[src/lcdcd_pkg.sv]
package lcdcd_pkg;

	// ----------------------------------------
	// Timing
	// ----------------------------------------
	localparam int CLK_PERIOD_NS  = 5;
	localparam int RESET_DONE_NS  = 1000;
	localparam int RESET_DONE_CYC = RESET_DONE_NS / CLK_PERIOD_NS;
	localparam int INIT_CYC_DFLT  = 16;
	localparam int SYNC_STAGES    = 3;

	// ----------------------------------------
	// Register port
	// ----------------------------------------
	localparam int         REG_ADDR_W    = 4;
	localparam logic [3:0] REG_CTRL_OFS  = 4'h0;
	localparam logic [3:0] REG_STATE_OFS = 4'h4;
	localparam int         CTRL_STYLE_BIT = 0;
	localparam int         ST_ON_BIT     = 0;
	localparam int         ST_BUSY_BIT   = 1;
	localparam int         ST_START_LSB  = 8;
	localparam int         ST_PAGE_LSB   = 16;
	localparam int         ST_COL_LSB    = 24;

	// ----------------------------------------
	// Command patterns and status byte
	// ----------------------------------------
	localparam logic [6:0] CMD_ONOFF_PAT = 7'h57;
	localparam logic [1:0] CMD_START_PAT = 2'h1;
	localparam logic [3:0] CMD_PAGE_PAT  = 4'hB;
	localparam logic [3:0] CMD_COLHI_PAT = 4'h1;
	localparam logic [3:0] CMD_COLLO_PAT = 4'h0;
	localparam int         STAT_BUSY_BIT = 7;
	localparam int         STAT_OFF_BIT  = 5;
	localparam int         STAT_RST_BIT  = 4;

	// ----------------------------------------
	// Reset values
	// ----------------------------------------
	localparam logic       DISP_ON_RST = 1'b0;
	localparam logic [5:0] START_RST   = 6'h00;
	localparam logic [3:0] PAGE_RST    = 4'h0;
	localparam logic [7:0] COL_RST     = 8'h00;

	typedef enum logic [2:0] {
		CMD_NONE,
		CMD_ONOFF,
		CMD_START,
		CMD_PAGE,
		CMD_COLHI,
		CMD_COLLO
	} lcdcd_cmd_e;

	function automatic lcdcd_cmd_e lcdcd_decode(input logic [7:0] b);
		lcdcd_cmd_e k;
		k = CMD_NONE;
		if (b[7:1] == CMD_ONOFF_PAT)
			k = CMD_ONOFF;
		else if (b[7:6] == CMD_START_PAT)
			k = CMD_START;
		else if (b[7:4] == CMD_PAGE_PAT)
			k = CMD_PAGE;
		else if (b[7:4] == CMD_COLHI_PAT)
			k = CMD_COLHI;
		else if (b[7:4] == CMD_COLLO_PAT)
			k = CMD_COLLO;
		return k;
	endfunction

endpackage

[src/lcdcd_if.sv]
`timescale 1ns/100ps
interface lcdcd_if;
	logic       wr_evt;
	logic       wr_a0;
	logic [7:0] wr_data;
	logic       rd_act;
	logic       rd_a0;

	modport strobe (output wr_evt, wr_a0, wr_data, rd_act, rd_a0);
	modport core   (input wr_evt, wr_a0, wr_data, rd_act, rd_a0);
endinterface

[src/lcdcd_strobe.sv]
`timescale 1ns/100ps
module lcdcd_strobe
	import lcdcd_pkg::*;
(
	// Clock and reset
	input  wire logic       clk,
	input  wire logic       rst,
	// Bus style
	input  wire logic       style,
	// Host pins
	input  wire logic       cmd_data_select,
	input  wire logic       wr_n,
	input  wire logic       rd_n,
	input  wire logic       enable,
	input  wire logic       read_write,
	input  wire logic [7:0] d_in,
	// Events to core
	lcdcd_if.strobe         bus
);

	// ----------------------------------------
	// State
	// ----------------------------------------
	// Pin order: a0, rw, en, rd active, wr active
	typedef struct packed {
		logic [4:0] s1;
		logic [4:0] s2;
		logic [7:0] d1;
		logic [7:0] d2;
		logic       act;
		logic [7:0] dlat;
		logic       alat;
		logic       evt;
		logic [7:0] edata;
		logic       ea0;
	} lcdcd_strb_s;

	lcdcd_strb_s q;
	lcdcd_strb_s d;
	logic        wact;

	always_comb
	begin
		d = q;
		d.s1 = {cmd_data_select, read_write, enable, ~rd_n, ~wr_n};
		d.s2 = q.s1;
		d.d1 = d_in;
		d.d2 = q.d1;
		wact = style ? (q.s2[2] & ~q.s2[3]) : q.s2[0];
		d.act = wact;
		if (wact)
		begin
			d.dlat = q.d2;
			d.alat = q.s2[4];
		end
		d.evt = q.act & ~wact;
		d.edata = q.dlat;
		d.ea0 = q.alat;
	end

	always_ff @(posedge clk)
	begin
		if (rst)
			q <= '0;
		else
			q <= d;
	end

	assign bus.wr_evt  = q.evt;
	assign bus.wr_a0   = q.ea0;
	assign bus.wr_data = q.edata;
	assign bus.rd_act  = style ? (q.s2[2] & q.s2[3]) : q.s2[1];
	assign bus.rd_a0   = q.s2[4];

	chk_trailing_edge: assert property (@(posedge clk) disable iff (rst)
		q.act && !wact |=> q.evt && q.edata == $past(q.dlat))
		else $error("write event missed at strobe end");

endmodule // lcdcd_strobe

[src/lcdcd_top.sv]
`timescale 1ns/100ps
module lcdcd_top
	import lcdcd_pkg::*;
#(
	parameter int INIT_CYC = INIT_CYC_DFLT
)
(
	// Clock and reset
	input  wire logic                  clk,
	input  wire logic                  rst,
	// Host pins
	input  wire logic                  hw_reset_n,
	input  wire logic                  cmd_data_select,
	input  wire logic                  wr_n,
	input  wire logic                  rd_n,
	input  wire logic                  enable,
	input  wire logic                  read_write,
	input  wire logic [7:0]            d_in,
	output logic [7:0]                 d_out,
	output logic                       d_oe_n,
	// Display state
	output logic                       display_on,
	output logic [5:0]                 start_line,
	output logic [3:0]                 page_addr,
	output logic [7:0]                 col_addr,
	output logic                       busy,
	// Display RAM
	output logic                       ram_we,
	output logic [3:0]                 ram_page,
	output logic [7:0]                 ram_col,
	output logic [7:0]                 ram_wdata,
	input  wire logic [7:0]            ram_rdata,
	// Register port
	input  wire logic [REG_ADDR_W-1:0] reg_addr,
	input  wire logic [31:0]           reg_wdata,
	input  wire logic                  reg_wr,
	input  wire logic                  reg_rd,
	output logic [31:0]                reg_rdata
);

	localparam int CNT_W = $clog2(INIT_CYC + 1);

	if (INIT_CYC < 1 || INIT_CYC + SYNC_STAGES > RESET_DONE_CYC)
	begin : g_bad_init
		$error("INIT_CYC out of range");
	end

	// ----------------------------------------
	// Strobe decoding
	// ----------------------------------------
	lcdcd_if bus ();
	logic    style;

	lcdcd_strobe u_strobe (
		.clk             (clk),
		.rst             (rst),
		.style           (style),
		.cmd_data_select (cmd_data_select),
		.wr_n            (wr_n),
		.rd_n            (rd_n),
		.enable          (enable),
		.read_write      (read_write),
		.d_in            (d_in),
		.bus             (bus.strobe)
	);

	// ----------------------------------------
	// State
	// ----------------------------------------
	typedef struct packed {
		logic             rs1;
		logic             rs2;
		logic [CNT_W-1:0] init_cnt;
		logic             disp_on;
		logic [5:0]       start;
		logic [3:0]       page;
		logic [7:0]       col;
		logic             style;
		logic             ram_we;
		logic [3:0]       ram_page;
		logic [7:0]       ram_col;
		logic [7:0]       ram_data;
		logic [7:0]       dout;
		logic             drive;
		logic [31:0]      rdata;
	} lcdcd_top_s;

	lcdcd_top_s q;
	lcdcd_top_s d;
	logic       busy_w;
	logic [7:0] status;

	always_comb
	begin
		d = q;
		d.rs1 = hw_reset_n;
		d.rs2 = q.rs1;
		d.ram_we = 1'b0;
		d.rdata = '0;
		busy_w = !q.rs2 || q.init_cnt != '0;
		status = 8'h00;
		status[STAT_BUSY_BIT] = busy_w;
		status[STAT_OFF_BIT] = ~q.disp_on;
		status[STAT_RST_BIT] = busy_w;
		if (!q.rs2)
		begin
			d.init_cnt = CNT_W'(INIT_CYC);
			d.disp_on = DISP_ON_RST;
			d.start = START_RST;
			d.page = PAGE_RST;
			d.col = COL_RST;
		end
		else if (q.init_cnt != '0)
			d.init_cnt = q.init_cnt - 1'b1;
		if (!busy_w && bus.wr_evt)
		begin
			if (bus.wr_a0)
			begin
				d.ram_we = 1'b1;
				d.ram_page = q.page;
				d.ram_col = q.col;
				d.ram_data = bus.wr_data;
				d.col = q.col + 8'h01;
			end
			else
			begin
				unique case (lcdcd_decode(bus.wr_data))
					CMD_ONOFF: d.disp_on = bus.wr_data[0];
					CMD_START: d.start = bus.wr_data[5:0];
					CMD_PAGE:  d.page = bus.wr_data[3:0];
					CMD_COLHI: d.col[7:4] = bus.wr_data[3:0];
					CMD_COLLO: d.col[3:0] = bus.wr_data[3:0];
					CMD_NONE:  d.col = q.col;
				endcase
			end
		end
		d.drive = bus.rd_act;
		if (bus.rd_act)
			d.dout = bus.rd_a0 ? ram_rdata : status;
		if (reg_wr && reg_addr == REG_CTRL_OFS)
			d.style = reg_wdata[CTRL_STYLE_BIT];
		if (reg_rd)
		begin
			if (reg_addr == REG_CTRL_OFS)
				d.rdata[CTRL_STYLE_BIT] = q.style;
			else if (reg_addr == REG_STATE_OFS)
			begin
				d.rdata[ST_ON_BIT] = q.disp_on;
				d.rdata[ST_BUSY_BIT] = busy_w;
				d.rdata[ST_START_LSB +: 6] = q.start;
				d.rdata[ST_PAGE_LSB +: 4] = q.page;
				d.rdata[ST_COL_LSB +: 8] = q.col;
			end
		end
	end

	always_ff @(posedge clk)
	begin
		if (rst)
			q <= '0;
		else
			q <= d;
	end

	// ----------------------------------------
	// Outputs
	// ----------------------------------------
	assign style      = q.style;
	assign d_out      = q.dout;
	assign d_oe_n     = ~q.drive;
	assign display_on = q.disp_on;
	assign start_line = q.start;
	assign page_addr  = q.page;
	assign col_addr   = q.col;
	assign busy       = busy_w;
	assign ram_we     = q.ram_we;
	assign ram_page   = q.ram_page;
	assign ram_col    = q.ram_col;
	assign ram_wdata  = q.ram_data;
	assign reg_rdata  = q.rdata;

	// ----------------------------------------
	// Checks
	// ----------------------------------------
	localparam int CHK_DONE = RESET_DONE_CYC;

	chk_reset_done: assert property (@(posedge clk) disable iff (rst)
		$rose(q.rs2) |-> ##[1:CHK_DONE] !busy_w)
		else $error("internal reset too long");

	chk_display_onoff: assert property (@(posedge clk) disable iff (rst)
		!busy_w && bus.wr_evt && !bus.wr_a0 && bus.wr_data[7:1] == CMD_ONOFF_PAT
		|=> q.disp_on == $past(bus.wr_data[0]))
		else $error("display on/off not applied");

	chk_start_line: assert property (@(posedge clk) disable iff (rst)
		!busy_w && bus.wr_evt && !bus.wr_a0 && bus.wr_data[7:6] == CMD_START_PAT
		|=> start_line == $past(bus.wr_data[5:0]))
		else $error("start line not loaded");

	chk_page_load: assert property (@(posedge clk) disable iff (rst)
		!busy_w && bus.wr_evt && !bus.wr_a0 && bus.wr_data[7:4] == CMD_PAGE_PAT
		|=> page_addr == $past(bus.wr_data[3:0]))
		else $error("page address not loaded");

	chk_col_upper: assert property (@(posedge clk) disable iff (rst)
		!busy_w && bus.wr_evt && !bus.wr_a0 && bus.wr_data[7:4] == CMD_COLHI_PAT
		|=> col_addr == {$past(bus.wr_data[3:0]), $past(q.col[3:0])})
		else $error("column upper nibble wrong");

	chk_col_lower: assert property (@(posedge clk) disable iff (rst)
		!busy_w && bus.wr_evt && !bus.wr_a0 && bus.wr_data[7:4] == CMD_COLLO_PAT
		|=> col_addr == {$past(q.col[7:4]), $past(bus.wr_data[3:0])})
		else $error("column lower nibble wrong");

	chk_status_read: assert property (@(posedge clk) disable iff (rst)
		bus.rd_act && !bus.rd_a0 |=> !d_oe_n && d_out[3:0] == 4'h0
		&& d_out[STAT_OFF_BIT] == !$past(q.disp_on))
		else $error("status byte wrong");

	chk_ram_write: assert property (@(posedge clk) disable iff (rst)
		!busy_w && bus.wr_evt && bus.wr_a0 |=> ram_we && ram_wdata == $past(bus.wr_data)
		&& col_addr == $past(q.col) + 8'h01)
		else $error("display data not stored");

endmodule // lcdcd_top

[config.mk]
export PLATFORM = sky130hd
export DESIGN_NAME = lcdcd_top
export DESIGN_NICKNAME = d
export VERILOG_FILES = /design/src/lcdcd_pkg.sv /design/src/lcdcd_if.sv /design/src/lcdcd_strobe.sv /design/src/lcdcd_top.sv
export SDC_FILE = /design/constraint.sdc
export NUM_CORES = 1
export LEC_CHECK = 0
export BUFFER_PORTS_ARGS = -buffer_cell sky130_fd_sc_hd__buf_4
export CAP_MARGIN = 15
export CORE_UTILIZATION = 45
export CTS_CLUSTER_DIAMETER = 150
export DETAILED_ROUTE_END_ITERATION = 8
export HOLD_SLACK_MARGIN = 0.03
export PLACE_DENSITY = 0.73
export SYNTH_ARGS = -nofsm -noshare
export SYNTH_HDL_FRONTEND = slang
export SYNTH_SLANG_ARGS = --single-unit
[constraint.sdc]
create_clock -name clk -period 2.5 [get_ports clk]
set_clock_uncertainty 0.15 [all_clocks]
set_input_delay 0.5 -clock clk [delete_from_list [all_inputs] [get_ports clk]]
set_output_delay 0.5 -clock clk [all_outputs]
set_load 0.02 [all_outputs]
==> reports/results.ini <==
[status]
status = finished clean

[grt]
grt_max_degree = 93
grt_pass1_wl_um = 15300
grt_pass1_vias = 3278
grt_usage_pct = 17.2
antenna_found_initial = 0
globalRouteOverflowTotal = 0

[drt]
routedWlPerCell_um = 12.8
vias = 3504
viasPerCell = 4.78
routed_wl_um = 9410
drc = 0
first_pass_iters = 4
drt_iter0_drc = 109
detail-route-antenna-nets = 0

[clock_network]
cts.htree.levels = 4
cts_made_buffers = 17
cts.sinks = 123
cts_tree = yes
clk_latency_ns = 0.51
clk_pin_slew_ns = 0.06
post_cts_buffers = 0
clock-root-buffer = clkbuf_8
clockBufferDepth = 2

[critical_path]
path_class = reg2out
worst_setup_path_end_kind = primary output
cpLargestDelayFamily = simple AND/OR/NAND/NOR gates
worstPathCellList = inv_1 > ha_1 > nor4b_2 > nand2_2 > buf_4
worst_ep_required_time_ns = 1.85
cp_slowest_cell = dfxtp_1
arrival_ns = 1.71
cp-start-kind = register
path_buf_inv = 2
timing.rr.start = q[82]$_SDFFE_PP0P_
worst-path-max-fanout = 4
worstSetupStartpoint = q[82]$_SDFFE_PP0P_
slowest_delay_ns = 0.32

[floorplan]
start_util_pct = 46.1
die_h_um = 107
io_pins = 144
fp.dieW_um = 107
coreArea_um2 = 10800
dieArea_um2 = 11500
fp-row-count = 38

[synthesis]
synthFlopType = dfxtp_1
synth-seq-cells = 123
avgSynthCellArea_um2 = 9.26
syn-instance-count = 539
ys_types = 49
synth-edff-count = 0
syn_area_um2 = 4990
synth_async_sr_flop_share_pct = 0
synth-seq-area-share_pct = 49.3
yosysWarnings = 0

[sta]
fmax_mhz = 423
fin_tns_setup_ns = 0
worstMarginPinSlew_ns = 0.879
hold_slack_ns = 0.0515
relSlewSlack_pct = 41.4
finalSetupViolCount = 0
post-route-period-util_pct = 94.5
hold_viol = 0
rsz0062_at_grt = no
final-max-slew-violation-count = 0
fin_crit_ns = 2.36

[min_path]
hold_path_class = in2reg
min_from = d_in[7]

[power]
irDropWorstVdd_v = 0.000392
power_per_cell_area_nw_per_um2 = 744
leakagePower_nw = 2.51

[cells_and_area]
drive_gt1_share_pct = 25.3
area_growth_pct = 19.8
fin_nets = 647
mostFrequentLayoutCells = dfxtp_1 (123), buf_4 (111), nand2_1 (60)
diodes = 0
final_common_cell = dfxtp_1

[placed_design]
place_congestion = 0.821
dp_hpwl_um = 6430
numPortBuffers = 100

[run]
max-cap-violations = 0

==> final cells by class <==
| type | instances | area, um2 |
|---|---|---|
| clock buffers | 17 | 414 |
| multi-input cells | 314 | 1850 |
| fillers | 1003 | 4860 |
| repair buffers | 118 | 903 |
| flip-flops and latches | 123 | 2460 |
| clock inverters | 13 | 144 |
| inverters | 8 | 30.0 |
| well taps | 140 | 175 |
==> registers in the layout (all words and copies together), names as in the netlist, 4 cells and up <==
register / flops
q: 7
ram_page: 4
u_strobe.q: 13
reg_rdata: 20
u_strobe.bus.wr_data: 8
col_addr: 8
page_addr: 4
ram_wdata: 8
ram_col: 8
d_out: 8
u_strobe.d: 22
start_line: 6
==> repair_timing <==
| action | in CTS | in global routing |
|---|---|---|
| gates resized for setup | 0 | 1 |
| endpoints found under the setup margin | 0 | 1 |
| hold endpoints to repair | 7 | 0 |
| hold buffers | 7 | 0 |
==> synthesized netlist by cell type, drive strengths merged (4+ instances only) <==
cell,count,share of area (%)
inv,8,0.60
buf,84,12
mux2i,17,3.4
a21oi,37,3.7
xnor2,5,0.88
nor2,32,2.4
o211ai,5,0.75
o2bb2ai,4,0.70
nand3b,6,0.90
nand2,61,4.6
o21ai,5,0.50
and2,26,3.3
a211oi,5,0.75
nand3,11,1.1
nor3,7,0.80
clkbuf,21,1.6
dfxtp,123,49
nor2b,38,4.8
==> layer usage <==
layer / global-route usage, % / up-vias / wire length (um)
li1: - / 1781 / -
met1: 19.4 / 1611 / 4070
met2: 30.1 / 97 / 4670
met3: 5.45 / 15 / 522
met4: 6.75 / 0 / 143
met5: 0 / - / 0
==> report_power, final <==
part / switching (mW) / internal (mW) / total (mW)
clock network: 0.862 / 1.41 / 2.27
registers: 0.0149 / 1.99 / 2.01
logic: 0.0924 / 0.0787 / 0.171
==> through the flow <==
step	util, %	area [um2]	cells	worst slack [ns]	power, mW
after global routing	55.2	5980	733	0.0263	4.60
final	55.2	5980	733	0.136	4.45
after CTS	55.2	5980	733	0.0744	4.50
after global placement	49.4	5350	696	0.318	2.21
after detailed placement	49.4	5350	696	0.241	2.21
after floorplan	-	5030	550	0.326	2.16
==> path summary, 6_finish.rpt <==
kind | to | slack (ns) | cells past startpoint
worst min-delay path | u_strobe.d[27]$_SDFF_PP0_ | 0.05 | 2
worst max register to register | page_addr[1]$_SDFF_PP0_ | 0.23 | 7
worst min register to register | u_strobe.q[20]$_SDFF_PP0_ | 0.29 | 1
worst max-delay path | busy | 0.14 | 5
==> cell families after synthesis <==
group           share of synthesized area, %
simple gates                            21.9
flops                                   49.3
buf+inv                                 14.4
compound gates                          8.67
mux                                     3.93
xor+xnor                               0.877
fa+ha+maj                              0.752
other cells                           0.0751
==> worst register-to-register path, cell delays in order (launching register included) <==
cell      delay [ns]
dfxtp_1         0.32
inv_1           0.10
ha_1            0.19
or4b_1          0.53
buf_4           0.20
nor3_2          0.40
nand3b_1        0.17
a21oi_1         0.07
(Power assumes the default switching activity.)
